### src/mpat_pkg.sv
// Package with constants and types for the microport access timing block.
package mpat_pkg;

  // Port widths.
  localparam int ADDR_W = 3;
  localparam int DATA_W = 8;
  localparam int WIDE_W = 18;

  // Mode select levels.
  localparam logic MODE_READY = 1'b0;
  localparam logic MODE_ACK = 1'b1;

  // Address that holds both control registers and coefficient RAM.
  localparam logic [ADDR_W-1:0] ADDR_SHARED = 3'h0;
  localparam logic [ADDR_W-1:0] ADDR_MEDIUM = 3'h4;
  localparam logic [ADDR_W-1:0] ADDR_ACK_MED = 3'h5;

  // Access intervals in device clock periods, strobe-and-ready mode.
  localparam int RDY_FAST_CLK = 3;
  localparam int RDY_MED_CLK = 4;
  localparam int RDY_SLOW_CLK = 5;

  // Access intervals in device clock periods, strobe-and-acknowledge mode.
  localparam int ACK_FAST_CLK = 4;
  localparam int ACK_MED_CLK = 5;
  localparam int ACK_SLOW_CLK = 6;

  // Countdown width; the load value is the interval minus two.
  localparam int CNT_W = 3;

  // Reset values.
  localparam logic [DATA_W-1:0] RDATA_RST = 8'h00;
  localparam logic [WIDE_W-1:0] WIDE_RST = 18'h00000;
  localparam logic [CNT_W-1:0] CNT_RST = 3'h0;

  // Latency class of an access.
  typedef enum logic [1:0] {
    MPAT_FAST,
    MPAT_MEDIUM,
    MPAT_SLOW
  } mpat_class_t;

  // Request handed to the core register file.
  typedef struct packed {
    logic req;
    logic we;
    logic [ADDR_W-1:0] addr;
    logic [DATA_W-1:0] wdata;
  } mpat_core_req_t;

endpackage

### src/mpat_microport.sv
// Microport handshake timing and wideband output drive of the transmit processor.
// Behaviour
// Ready mode: addresses 7,6,5,3,2,1 finish with ready within three clock periods.
// Ready mode: address 4 and control accesses at address 0 finish within four periods.
// Ready mode: coefficient RAM accesses at address 0 finish within five periods.
// Acknowledge mode: addresses 7,6,3,2,1 are acknowledged within four periods.
// Acknowledge mode: addresses 4,5 and control accesses at 0 are acknowledged in five.
// Acknowledge mode: coefficient RAM accesses at address 0 are acknowledged in six.
// Ready mode counts from the strobe falling edge to ready rising, varying with address.
// Acknowledge mode counts from the data strobe falling edge to acknowledge falling.
// The wideband bus is driven only while its enable is high, floating otherwise.
// In complex output mode the Q flag marks quadrature output words.
// Mode select high picks acknowledge mode, low picks ready mode.
// The ready/acknowledge line is open drain and only ever pulls low.
// The shared strobe is a read strobe in ready mode and a data strobe in acknowledge mode.
// Strobes are ignored while chip select is inactive.
// The host holds address, data and strobe until completion before a new access.
// An access at address 0 is sorted into control or RAM before its count is chosen.
`timescale 1ns/1ps

module mpat_microport (
  // Clock and reset.
  input wire logic i_mclk,
  input wire logic i_rstn,
  // Host microport pins.
  input wire logic i_mode,
  input wire logic i_cs_n,
  input wire logic i_data_strobe_n,
  input wire logic i_wr_rw,
  input wire logic [mpat_pkg::ADDR_W-1:0] i_addr,
  input wire logic [mpat_pkg::DATA_W-1:0] i_data,
  output logic [mpat_pkg::DATA_W-1:0] o_data,
  output logic o_data_oe,
  output logic o_xfer_ack_n,
  output logic o_xfer_ack_n_oe,
  // Core register file side.
  input wire logic i_coef_ram_sel,
  input wire logic [mpat_pkg::DATA_W-1:0] i_core_rdata,
  output mpat_pkg::mpat_core_req_t o_core,
  // Wideband output.
  input wire logic i_wide_out_enable,
  input wire logic i_complex_mode,
  input wire logic i_wide_is_q,
  input wire logic [mpat_pkg::WIDE_W-1:0] i_wide_data,
  output logic [mpat_pkg::WIDE_W-1:0] o_wide_data,
  output logic o_wide_data_oe,
  output logic o_quad_out_flag,
  output logic o_quad_out_flag_oe
);

  typedef enum logic [1:0] {
    MPAT_IDLE,
    MPAT_WAIT,
    MPAT_DONE
  } mpat_state_t;

  mpat_state_t state_r;
  mpat_state_t state_nxt;
  logic [mpat_pkg::CNT_W-1:0] cnt_r;
  logic [mpat_pkg::CNT_W-1:0] cnt_nxt;
  mpat_pkg::mpat_class_t class_now;
  logic ack_mode_r;
  logic ack_mode_nxt;
  logic read_r;
  logic read_nxt;
  logic [mpat_pkg::DATA_W-1:0] rdata_r;
  logic [mpat_pkg::DATA_W-1:0] rdata_nxt;
  mpat_pkg::mpat_core_req_t core_r;
  mpat_pkg::mpat_core_req_t core_nxt;
  logic strobe_on;
  logic is_write;
  logic start;
  logic [mpat_pkg::CNT_W-1:0] load_val;

  // Strobe decode; in ready mode either strobe opens an access, in acknowledge
  // mode only the data strobe does and the second line gives the direction.
  always_comb
  begin
    if (i_mode == mpat_pkg::MODE_ACK)
    begin
      strobe_on = !i_data_strobe_n;
      is_write = !i_wr_rw;
    end
    else
    begin
      strobe_on = !i_data_strobe_n || !i_wr_rw;
      is_write = !i_wr_rw;
    end
    start = (state_r == MPAT_IDLE) && strobe_on && !i_cs_n;
  end

  // Latency class from address and from the control/RAM split at address 0.
  always_comb
  begin
    class_now = mpat_pkg::MPAT_FAST;
    if (i_addr == mpat_pkg::ADDR_SHARED)
    begin
      class_now = i_coef_ram_sel ? mpat_pkg::MPAT_SLOW : mpat_pkg::MPAT_MEDIUM;
    end
    else if (i_addr == mpat_pkg::ADDR_MEDIUM)
    begin
      class_now = mpat_pkg::MPAT_MEDIUM;
    end
    else if (i_addr == mpat_pkg::ADDR_ACK_MED && i_mode == mpat_pkg::MODE_ACK)
    begin
      class_now = mpat_pkg::MPAT_MEDIUM;
    end
  end

  // Countdown load: interval minus two, so completion shows one period before
  // the limit measured from the edge that saw the strobe.
  always_comb
  begin
    load_val = mpat_pkg::CNT_W'(mpat_pkg::RDY_FAST_CLK - 2);
    if (i_mode == mpat_pkg::MODE_ACK)
    begin
      case (class_now)
        mpat_pkg::MPAT_FAST: load_val = mpat_pkg::CNT_W'(mpat_pkg::ACK_FAST_CLK - 2);
        mpat_pkg::MPAT_MEDIUM: load_val = mpat_pkg::CNT_W'(mpat_pkg::ACK_MED_CLK - 2);
        mpat_pkg::MPAT_SLOW: load_val = mpat_pkg::CNT_W'(mpat_pkg::ACK_SLOW_CLK - 2);
        default: load_val = mpat_pkg::CNT_W'(mpat_pkg::ACK_SLOW_CLK - 2);
      endcase
    end
    else
    begin
      case (class_now)
        mpat_pkg::MPAT_FAST: load_val = mpat_pkg::CNT_W'(mpat_pkg::RDY_FAST_CLK - 2);
        mpat_pkg::MPAT_MEDIUM: load_val = mpat_pkg::CNT_W'(mpat_pkg::RDY_MED_CLK - 2);
        mpat_pkg::MPAT_SLOW: load_val = mpat_pkg::CNT_W'(mpat_pkg::RDY_SLOW_CLK - 2);
        default: load_val = mpat_pkg::CNT_W'(mpat_pkg::RDY_SLOW_CLK - 2);
      endcase
    end
  end

  // Access sequencer next state. The host keeps its pins still until the
  // completion indication, so the address is only sampled at the start.
  always_comb
  begin
    state_nxt = state_r;
    cnt_nxt = cnt_r;
    ack_mode_nxt = ack_mode_r;
    read_nxt = read_r;
    rdata_nxt = rdata_r;
    core_nxt = core_r;
    core_nxt.req = 1'b0;
    case (state_r)
      MPAT_IDLE:
      begin
        if (start)
        begin
          state_nxt = MPAT_WAIT;
          cnt_nxt = load_val;
          ack_mode_nxt = i_mode;
          read_nxt = !is_write;
          core_nxt.req = 1'b1;
          core_nxt.we = is_write;
          core_nxt.addr = i_addr;
          core_nxt.wdata = i_data;
        end
      end
      MPAT_WAIT:
      begin
        if (cnt_r == mpat_pkg::CNT_RST)
        begin
          state_nxt = MPAT_DONE;
          rdata_nxt = i_core_rdata;
        end
        else
        begin
          cnt_nxt = cnt_r - 3'h1;
        end
      end
      MPAT_DONE:
      begin
        // Holding here until the strobe lifts stops one long strobe counting twice.
        if (!strobe_on)
        begin
          state_nxt = MPAT_IDLE;
        end
      end
      default: state_nxt = MPAT_IDLE;
    endcase
  end

  // Access sequencer registers.
  always_ff @(posedge i_mclk or negedge i_rstn)
  begin
    if (!i_rstn)
    begin
      state_r <= MPAT_IDLE;
      cnt_r <= mpat_pkg::CNT_RST;
      ack_mode_r <= mpat_pkg::MODE_READY;
      read_r <= 1'b0;
      rdata_r <= mpat_pkg::RDATA_RST;
      core_r <= '0;
    end
    else
    begin
      state_r <= state_nxt;
      cnt_r <= cnt_nxt;
      ack_mode_r <= ack_mode_nxt;
      read_r <= read_nxt;
      rdata_r <= rdata_nxt;
      core_r <= core_nxt;
    end
  end

  // Open-drain handshake line: it only pulls low. In ready mode it is low while
  // busy and released at completion; in acknowledge mode it pulls low at completion.
  always_comb
  begin
    o_xfer_ack_n = 1'b0;
    if (ack_mode_r == mpat_pkg::MODE_ACK)
    begin
      o_xfer_ack_n_oe = (state_r == MPAT_DONE);
    end
    else
    begin
      o_xfer_ack_n_oe = (state_r == MPAT_WAIT);
    end
  end

  // Read data goes onto the bus only after completion and while still selected.
  assign o_data = rdata_r;
  assign o_data_oe = (state_r == MPAT_DONE) && read_r && !i_cs_n && strobe_on;
  assign o_core = core_r;

  // Wideband output path; the enable is a level taken straight from its pin.
  logic [mpat_pkg::WIDE_W-1:0] wide_r;
  logic [mpat_pkg::WIDE_W-1:0] wide_nxt;
  logic quad_r;
  logic quad_nxt;

  // Next wideband word and its Q marker.
  always_comb
  begin
    wide_nxt = i_wide_data;
    quad_nxt = i_complex_mode && i_wide_is_q;
  end

  // Wideband registers.
  always_ff @(posedge i_mclk or negedge i_rstn)
  begin
    if (!i_rstn)
    begin
      wide_r <= mpat_pkg::WIDE_RST;
      quad_r <= 1'b0;
    end
    else
    begin
      wide_r <= wide_nxt;
      quad_r <= quad_nxt;
    end
  end

  // Output drivers float together with the data word when disabled.
  assign o_wide_data = wide_r;
  assign o_wide_data_oe = i_wide_out_enable;
  assign o_quad_out_flag = quad_r;
  assign o_quad_out_flag_oe = i_wide_out_enable;

  // Checks on the sequencer and output drive.
  chk_rdy_fast_lat: assert property (@(posedge i_mclk) disable iff (!i_rstn)
    start && i_mode == 1'b0 && class_now == mpat_pkg::MPAT_FAST
    |-> ##2 state_r == MPAT_WAIT ##1 state_r == MPAT_DONE)
    else $error("ready mode fast access not done in three periods");
  chk_rdy_med_lat: assert property (@(posedge i_mclk) disable iff (!i_rstn)
    start && i_mode == 1'b0 && class_now == mpat_pkg::MPAT_MEDIUM
    |-> ##3 state_r == MPAT_WAIT ##1 state_r == MPAT_DONE)
    else $error("ready mode medium access timing wrong");
  chk_rdy_slow_lat: assert property (@(posedge i_mclk) disable iff (!i_rstn)
    start && i_mode == 1'b0 && class_now == mpat_pkg::MPAT_SLOW
    |-> (state_nxt == MPAT_WAIT) ##1 (state_r == MPAT_WAIT) [*4] ##1 state_r == MPAT_DONE)
    else $error("ready mode slow access timing wrong");
  chk_ack_fast_lat: assert property (@(posedge i_mclk) disable iff (!i_rstn)
    start && i_mode == 1'b1 && class_now == mpat_pkg::MPAT_FAST
    |-> ##4 o_xfer_ack_n_oe && !$past(o_xfer_ack_n_oe))
    else $error("acknowledge mode fast access timing wrong");
  chk_ack_med_lat: assert property (@(posedge i_mclk) disable iff (!i_rstn)
    start && i_mode == 1'b1 && class_now == mpat_pkg::MPAT_MEDIUM
    |-> !o_xfer_ack_n_oe [*5] ##1 o_xfer_ack_n_oe)
    else $error("acknowledge mode medium access timing wrong");
  chk_ack_slow_lat: assert property (@(posedge i_mclk) disable iff (!i_rstn)
    start && i_mode == 1'b1 && class_now == mpat_pkg::MPAT_SLOW
    |-> ##6 o_xfer_ack_n_oe && $past(state_r, 2) == MPAT_WAIT)
    else $error("acknowledge mode slow access timing wrong");
  chk_rdy_busy_low: assert property (@(posedge i_mclk) disable iff (!i_rstn)
    start && i_mode == 1'b0 |=> o_xfer_ack_n_oe && o_xfer_ack_n == 1'b0)
    else $error("ready line not pulled low during access");
  chk_cs_ignore: assert property (@(posedge i_mclk) disable iff (!i_rstn)
    state_r == MPAT_IDLE && i_cs_n |=> state_r == MPAT_IDLE && !o_core.req)
    else $error("access started without chip select");
  chk_quad_flag: assert property (@(posedge i_mclk) disable iff (!i_rstn)
    i_complex_mode && i_wide_is_q |=> o_quad_out_flag && o_wide_data == $past(i_wide_data))
    else $error("Q flag missing on quadrature word");
  chk_wide_float: assert property (@(posedge i_mclk) disable iff (!i_rstn)
    !i_wide_out_enable |-> !o_wide_data_oe && !o_quad_out_flag_oe)
    else $error("wideband bus driven while disabled");

endmodule

### config.mk
export PLATFORM = sky130hd
export DESIGN_NAME = mpat_microport
export DESIGN_NICKNAME = d
export VERILOG_FILES = /design/src/mpat_pkg.sv /design/src/mpat_microport.sv
export SDC_FILE = /design/constraint.sdc
export NUM_CORES = 1
export LEC_CHECK = 0
export ABC_CLOCK_PERIOD_IN_PS = 2500
export BUFFER_PORTS_ARGS = -buffer_cell sky130_fd_sc_hd__buf_2
export CORE_MARGIN = 2
export CORE_UTILIZATION = 44
export CTS_CLUSTER_DIAMETER = 200
export DETAILED_ROUTE_END_ITERATION = 7
export PLACE_DENSITY = 0.86
export SLEW_MARGIN = 15
export SYNTH_ARGS = -nofsm -noshare
export SYNTH_HDL_FRONTEND = slang
export SYNTH_SLANG_ARGS = --single-unit
### constraint.sdc
create_clock -name i_mclk -period 2.5 [get_ports i_mclk]
set_clock_uncertainty 0.2 [all_clocks]
set_input_delay 0.5 -clock i_mclk [delete_from_list [all_inputs] [get_ports i_mclk]]
set_output_delay 0.5 -clock i_mclk [all_outputs]
set_load 0.02 [all_outputs]
==> Word level (Yosys, flattened, before mapping) <==
Index checks and enable logic that the tools add are counted.
{ "totals": {"regBits": 47, "mem_count": 0, "rom_bits": 0, "out_inout_bits": 45, "ram_bits": 0, "latchBits": 0, "in_bits": 47} }
{ "classes": {"bitwise_logic": 0, "div": 0, "n_lt_le_gt_ge": 0, "add_sub_neg": 1, "reduce_logical": 20, "mux": 18, "n_mul": 0, "shifts": 0, "eq_ne": 9} }
{ "op_table": {"columns": ["cell", "count"], "rows": [
  ["13-bit two-way mux", 2],
  ["2-bit two-way mux", 6],
  ["3-bit one-hot mux with 2 select lines", 2],
  ["3-bit two-way mux", 3],
  ["2-bit inequality test, second input constant", 4],
  ["1-bit logical AND", 7],
  ["3-bit == test, second input constant", 2],
  ["3-bit zero test", 2],
  ["2-bit one-hot mux with 3 select lines", 1],
  ["3-bit AND reduction", 2],
  ["2-bit by 1-bit == test with 1-bit output, second input constant", 2],
  ["2-bit zero test", 2],
  ["2-bit one-hot mux with 2 select lines", 1],
  ["2-bit AND reduction", 2],
  ["1-bit zero test", 3],
  ["1-bit two-way mux", 3],
  ["3-bit by 1-bit subtractor with 3-bit output, second input constant", 1],
  ["2-bit == test, second input constant", 1],
  ["2-bit nonzero test", 1],
  ["1-bit logical OR", 1]
]} }

==> Depth between registers and ports, before layout <==
Gate-level depths: netlist of run 1.
{ "depth": {"word_depth": 10, "depth_mapped": 7, "ltp_nobuf": 6} }

==> Worst setup path after synthesis of run 1 <==
No wires, ideal clock.
{ "synth_path": {"kind": "input-to-output", "from": "in i_mode", "to": "out o_data_oe", "arrival_ps": 1385, "cell_stages": 4, "required_time_ps": 1800, "n_path_buf": 0, "slack_ps": 415, "cell_sequence": "o21a_1 -> nor2_1 -> nand2_1 -> nor3b_1"} }
{ "synth_between": {"elab_chain_len": 2} }
{ "synth_rtl": {"columns": ["element", "line_no", "source"], "rows": [
  ["start, declared", "mpat_microport.sv:26", "input wire logic i_mode,"],
  ["1-bit two-way mux", "mpat_microport.sv:79", "if (i_mode == mpat_pkg::MODE_ACK)"],
  ["1-bit logical AND", "mpat_microport.sv:225", "assign o_data_oe = (state_r == MPAT_DONE) && read_r && !i_cs_n && strobe_on;"],
  ["end, declared", "mpat_microport.sv:33", "output logic o_data_oe,"]
]} }
Every way passes these cells.

==> Worst setup path in the final report of run 1 <==
Ends and elaborated chain as after synthesis.

==> metrics.md, run 1 <==
| Metric | Value |
|---|---|
| Root buffer cell | `clkbuf_8` |
| Slew Viols, Final | `0` |
| Worst hold-check path type | `input pin to register` |
| GP Congestion | `0.774` |
| Die area | `about 4500 µm²` |
| Area share of the largest cell type after synthesis | `just under 70%` |
| Syn nets | `192` |
| Number of diodes | `0` |
| Share of flip-flops with an asynchronous set or reset | `between 90% and 100%` |
| Post-route DRC violation count | `0` |
| Number of H-tree levels | `2` |
| DRT Wirelength | `roughly 3.8 mm` |
| Setup violations, final | `0` |
| Post-Syn Area per Cell | `12.2 µm²` |
| # IOs | `between 90 and 100` |
| Post-route antenna net violation count | `0` |
| Peak VDD IR | `approximately 570 µV` |
| XOR/XNOR Fraction of Synth Area | `0%` |
| Arr. time, crit path | `between 1 and 1.5 ns` |
| Max-cap viol count | `0` |
| Critical path fanouts, max | `6` |
| Slowest cell on crit path | `nor3b_1` |
| Leak | `~1.3 nW` |
| Post-synthesis adder-cell area fraction | `roughly 1.4%` |
| GRT Total Usage | `19.1%` |
| Ys Warns | `0` |
| Slowest Stage Delay on Critical Path | `approximately 0.23 ns` |
| First-pass GRT wire length | `6.02 mm` |
| Post-DP HPWL | `2.92 mm` |
| Post-synthesis mux area share | `under 10%` |
| Most used cell along the critical path | `buf_2` |
| Starting DRT DRC Count | `69` |
| Gate Count Post-Synth | `roughly 140` |
| Outcome | `finished clean` |
| Vias | `approximately 1,400` |
| Cell Area, Synth | `about 1700 µm²` |
| Area contributors post-synth | `dfrtp_1, nand2_1, mux2_2, ha_1, buf_4` |
| Total global routing overflow | `0` |
| Worst EP required | `between 1.5 and 2 ns` |
| Simple-gate share of the synthesized area | `~14%` |
| Cell taking the most area after synthesis | `dfrtp_1` |
| Row cnt | `22` |
| Die Span Y | `around 67 µm` |
| RSZ-0062 raised after global routing | `no` |
| Final hold violation count | `0` |
| Final min period | `about 2.2 ns` |
| TritonCTS clock tree | `yes` |
| Core Footprint | `between 3000 and 4000 µm²` |
| Largest net degree at the start of global routing | `19` |
| CTS max path bufs | `2` |
| Cell Chain, Critical Path | `buf_2, o21a_1, nor2_1, nand2_1, nor3b_1, buf_2` |
| Synth Area in Compound Gates | `about 5.6%` |
| Nets | `283` |
| Final Power | `around 2.5 mW` |
| Max Clock Freq | `about 460 MHz` |
| Main combinational cell family by area after synthesis | `simple AND/OR/NAND/NOR gates` |
| Setup crit start kind | `input pin` |
| Later-pin clock latency in the skew report | `approximately 0.29 ns` |
| Sink Count | `between 40 and 50` |
| Post-synth cell types | `31` |
| Vias per Instance | `4.78` |
| Layout cells sized above 1 | `about 46%` |
| Synth Flop Type | `dfrtp_1` |
| Routed len/inst | `between 10 and 15 µm` |
| Sequential area share after synthesis | `between 60% and 70%` |
| Die Width | `between 60 and 70 µm` |
| Vias in the first global route | `around 1,300` |
| Tcrit/Tclk final | `a little under nine tenths` |
| EDFF count, synth | `0` |
| Initial Utilization | `46.6%` |
| Number of fill cells | `roughly 320` |
| PwrDens | `between 1000 and 1500 nW/µm²` |
| Synth-to-Final Area Change | `32.0%` |
| 1st-pass router iterations | `4` |
| Crit path capture type | `output port` |
| Initial antenna violation count | `0` |
| Placed instance area | `about 2200 µm²` |
| Fin Setup TNS | `0 ns` |
| Layout Cell Area excl Fill | `roughly 2300 µm²` |
| Port Buffers | `87` |
| Num CTS Buffers | `5` |
| Clock transition at path regs | `around 0.08 ns` |
| WS Path Type | `input pin to output port` |
| FF+latch count, synth | `47` |
-- where the power goes --
group	switching, mW	total [mW]	internal, mW
Sequential	0.120	1.11	0.986
Clock	0.240	0.466	0.226
Combinational	0.565	0.929	0.364
Total	0.925	2.50	1.58
-- synth_stat cells, types with 2 or more instances --
| cell | n |
|---|---|
| dfrtp_1 | 47 |
| nand2_1 | 41 |
| mux2_2 | 8 |
| inv_1 | 5 |
| buf_4 | 3 |
| nor2_1 | 3 |
| o21ai_1 | 3 |
| a21oi_1 | 2 |
| a31oi_1 | 2 |
| and2_1 | 2 |
| buf_6 | 2 |
| ha_1 | 2 |
| nand2b_1 | 2 |
| nor2b_1 | 2 |
| o21a_1 | 2 |
| o21ai_0 | 2 |
-- what timing repair did --
action	CTS	global route
hold buffers	1	0
gates resized for setup	0	0
endpoints found under the hold margin	13	0
setup buffers	0	0
-- metal layers --
metal | track usage [%] | share of wire (%) | routed length (µm) | vias to the layer above
li1 | - | - | - | 637
met1 | 21.0 | 38 | 1430 | 629
met2 | 31.4 | 49 | 1830 | 77
met3 | 8.28 | 10 | 393 | 11
met4 | 9.69 | 2.9 | 110 | 0
met5 | 0 | 0 | 0 | -
-- flip-flops by register name (all words and copies together), names as in the netlist --
signal and cells:
read_r 1, o_quad_out_flag 1, state_r 2, o_core 13, o_data 8, ack_mode_r 1, o_wide_data 18, cnt_r 3
-- path summary, 6_finish.rpt --
check,start,to,slack (ns),cells past startpoint
worst max-delay path,i_mode,o_data_oe,0.34,6
worst min-delay path,i_wide_data[9],o_wide_data[9]$_DFF_PN0_,0.10,1
worst max register to register,cnt_r[0]$_DFFE_PN0P_,o_data[3]$_DFFE_PN0P_,0.52,5
worst min register to register,o_core[6]$_DFFE_PN0P_,o_core[6]$_DFFE_PN0P_,0.28,2
max in group asynchronous,i_rstn,o_wide_data[2]$_DFF_PN0_,1.10,3
min in group asynchronous,i_rstn,state_r[0]$_DFFE_PN0P_,0.46,2
-- metrics by stage --
step	hold slack (ns)	util, %	cells	setup slack (ns)
floorplan	0.00441	-	143	0.415
finish	0.102	61.5	283	0.345
global placement	0.220	58.7	274	0.410
CTS	0.0929	61.5	283	0.343
global route	0.0859	61.5	283	0.252
detailed placement	0.217	58.7	274	0.347
-- worst max-delay path, delay by kind of cell --
kind / cells / cell delay [ns]
and+or+nand+nor: 3 / 0.40
AOI/OAI and AO/OA: 1 / 0.22
buffers and inverters: 2 / 0.34
-- layout make-up --
class	instances	area, µm²	share of cell area, %
tap	48	60.1	2.61
inverter	6	27.5	1.20
sequential	47	1180	51.1
clock buffer	7	86.3	3.75
timing repair buffer	91	468	20.3
multi-input combinational	83	475	20.7
clock inverter	1	8.76	0.380
-- cell families after synthesis --
logic type,Yosys count
AO/OA/AOI/OAI,15
adder cells (fa/ha/maj),2
buffers and inverters,13
flip-flops,47
multiplexers,9
other,1
AND/OR/NAND/NOR,56
-- cell usage in the layout (no fill, tap or decap) --
cell type,n
or2_1,1
dfrtp_1,47
nor2b_1,2
clkbuf_1,1
nor3b_1,1
o21bai_1,1
inv_1,5
o21a_1,2
o21ai_0,2
a31oi_1,2
o22ai_1,1
mux2i_1,1
o22ai_2,1
nor4b_1,1
nor2_1,3
nand2b_1,2
clkbuf_8,6
o221ai_1,1
or3_4,1
buf_2,87
nand3_1,1
mux2_2,8
o21ai_1,3
nand3b_1,1
clkinv_4,2
dlygate4sd3_1,1
a21oi_1,2
buf_4,3
and2_1,2
ha_1,2
conb_1,1
nand2_1,41
Note: power is estimated with default switching activity, not from simulation.
==> run 2, diff against run 1 <==
RECOVER_POWER = 100   (was default)
==> metrics.md, run 2 (synthesis results as in run 1) <==
| Metric | Value |
|---|---|
| Vias per Instance | `about 4.8` |
| Final Power | `2.43 mW` |
| Final core utilization | `around three fifths` |
| Clock transition at path regs | `~0.080 ns` |
| Setup crit start kind | `input pin` |
| Commonest non-fill, non-tap cell in the layout | `dfrtp_1` |
| WS Path Type | `input pin to output port` |
| Worst slew margin | `a little under half` |
| Largest net degree at the start of global routing | `19` |
| Number of H-tree levels | `2` |
| Tcrit/Tclk final | `87.8%` |
| Port Buffers | `between 80 and 90` |
| Layout Cell Area excl Fill | `~2200 µm²` |
| Worst r2r src | `cnt_r[0]$_DFFE_PN0P_` |
| Synth-to-Final Area Change | `27.7%` |
| Worst EP required | `1.80 ns` |
| Max Clock Freq | `roughly 460 MHz` |
| Slowest Stage Delay on Critical Path | `around 0.27 ns` |
| Post-DP HPWL | `~2.9 mm` |
| Post-route antenna net violation count | `0` |
| Placed instance area | `2200 µm²` |
| Initial Utilization | `between 40% and 50%` |
| R2r endpoint | `o_data[3]$_DFFE_PN0P_` |
| Placed cell count | `between 200 and 300` |
| Reg2reg setup slack | `0.43 ns` |
| Slowest cell on crit path | `clkbuf_1` |
| Peak VDD IR | `roughly 560 µV` |
| GRT Total Usage | `between 10% and 20%` |
| # IOs | `roughly 90` |
| Hold path cells | `1` |
| Post-CTS sizing | `0` |
| CTS max path bufs | `2` |
| Max-cap viol count | `0` |
| Number of diodes | `0` |
| 1st-pass router iterations | `4` |
| Outcome | `finished clean` |
| Core Footprint | `between 3000 and 4000 µm²` |
| PwrDens | `1090 nW/µm²` |
| Total global routing overflow | `0` |
| Leak | `~1.1 nW` |
| Crit path capture type | `output port` |
| Setup repair bufs after CTS | `0` |
| Layout cells sized above 1 | `26.0%` |
| Worst hold-check path type | `input pin to register` |
| Row cnt | `22` |
| TritonCTS clock tree | `yes` |
| Post-route DRC violation count | `0` |
| GP Congestion | `between 0.7 and 0.8` |
| Vias | `around 1,400` |
| Die Width | `67.0 µm` |
| Num CTS Buffers | `5` |
| Slew Viols, Final | `0` |
| Fin worst setup slack | `approximately 0.3 ns` |
| Die area | `approximately 4500 µm²` |
| Arr. time, crit path | `1.49 ns` |
| Final hold violation count | `0` |
| Number of fill cells | `~350` |
| Worst reg2reg path depth | `5` |
| Fin Setup TNS | `0 ns` |
| Initial antenna violation count | `0` |
| Beginning of the worst hold path | `i_wide_data[9]` |
| Critical path fanouts, max | `6` |
| Die Span Y | `67.0 µm` |
| Setup Slack @ Placement | `roughly 0.35 ns` |
| Max reg flops | `18` |
| Most frequent cells in the layout | `dfrtp_1, clkbuf_1, buf_2, nand2_1, mux2_2` |
| Nets | `around 280` |
| Sink Count | `between 40 and 50` |
| Starting DRT DRC Count | `57` |
| Routed len/inst | `roughly 13 µm` |
| Hold Path End | `o_wide_data[9]$_DFF_PN0_` |
| Cell Chain, Critical Path | `buf_2, o21a_1, nor2_1, nand2_1, nor3b_1, clkbuf_1` |
| DRT Wirelength | `~3.8 mm` |
| RSZ-0062 raised after global routing | `no` |
| Setup violations, final | `0` |
| Fin cells | `between 200 and 300` |
| Final min period | `approximately 2.2 ns` |
| Fin Hold WS | `around 0.10 ns` |
| Worst-Margin Slew | `0.814 ns` |
| Later-pin clock latency in the skew report | `a little under 0.3 ns` |
| Vias in the first global route | `between 1,000 and 1,500` |
| Root buffer cell | `clkbuf_8` |
| First-pass GRT wire length | `about 6.0 mm` |
[run 2: changes by cell type in the layout (fill, tap and decap cells not counted), moves of 2 or more]
cell	delta
clkbuf_1	+45
clkbuf_2	+2
and2_0	+2
buf_4	-3
buf_2	-44
and2_1	-2
[run 2: worst max-delay path: cells and delay by family]
kind / cells / cell delay [ns]
buffers and inverters: 2 / 0.40
AO/OA/AOI/OAI: 1 / 0.21
AND/OR/NAND/NOR: 3 / 0.39
[run 2: repair_timing]
| action | CTS | global route |
|---|---|---|
| hold buffers | 1 | 0 |
| endpoints found under the setup margin | 0 | 0 |
| endpoints found under the hold margin | 13 | 0 |
[run 2: how the worst max path moves through the flow]
stage / to / start / cells past startpoint / slack, ns
finish: o_data_oe / i_mode / 6 / 0.31
global route: o_data_oe / i_mode / 6 / 0.17
CTS: o_data_oe / i_mode / 6 / 0.34
detailed placement: o_data_oe / i_mode / 6 / 0.35
global placement: o_data_oe / i_mode / 6 / 0.41
floorplan: o_data_oe / i_mode / 4 / 0.41
[run 2: per-layer routing]
metal | GRT usage, % | wire (µm)
met1 | 21.0 | 1430
met2 | 31.4 | 1810
met3 | 8.28 | 382
met4 | 9.69 | 129
met5 | 0 | 0
[run 2: final cells by class]
| type | instances | area [µm²] | share of cell area [%] |
|---|---|---|---|
| Sequential cell | 47 | 1180 | 52.8 |
| Multi-Input combinational cell | 83 | 464 | 20.8 |
| Timing Repair Buffer | 91 | 404 | 18.1 |
| Clock buffer | 7 | 86.3 | 3.88 |
| Tap cell | 48 | 60.1 | 2.70 |
| Inverter | 6 | 27.5 | 1.24 |
| Clock inverter | 1 | 8.76 | 0.393 |
[run 2: power breakdown]
group,internal [mW],switching [mW]
Sequential,0.986,0.125
Clock,0.226,0.237
Combinational,0.297,0.561
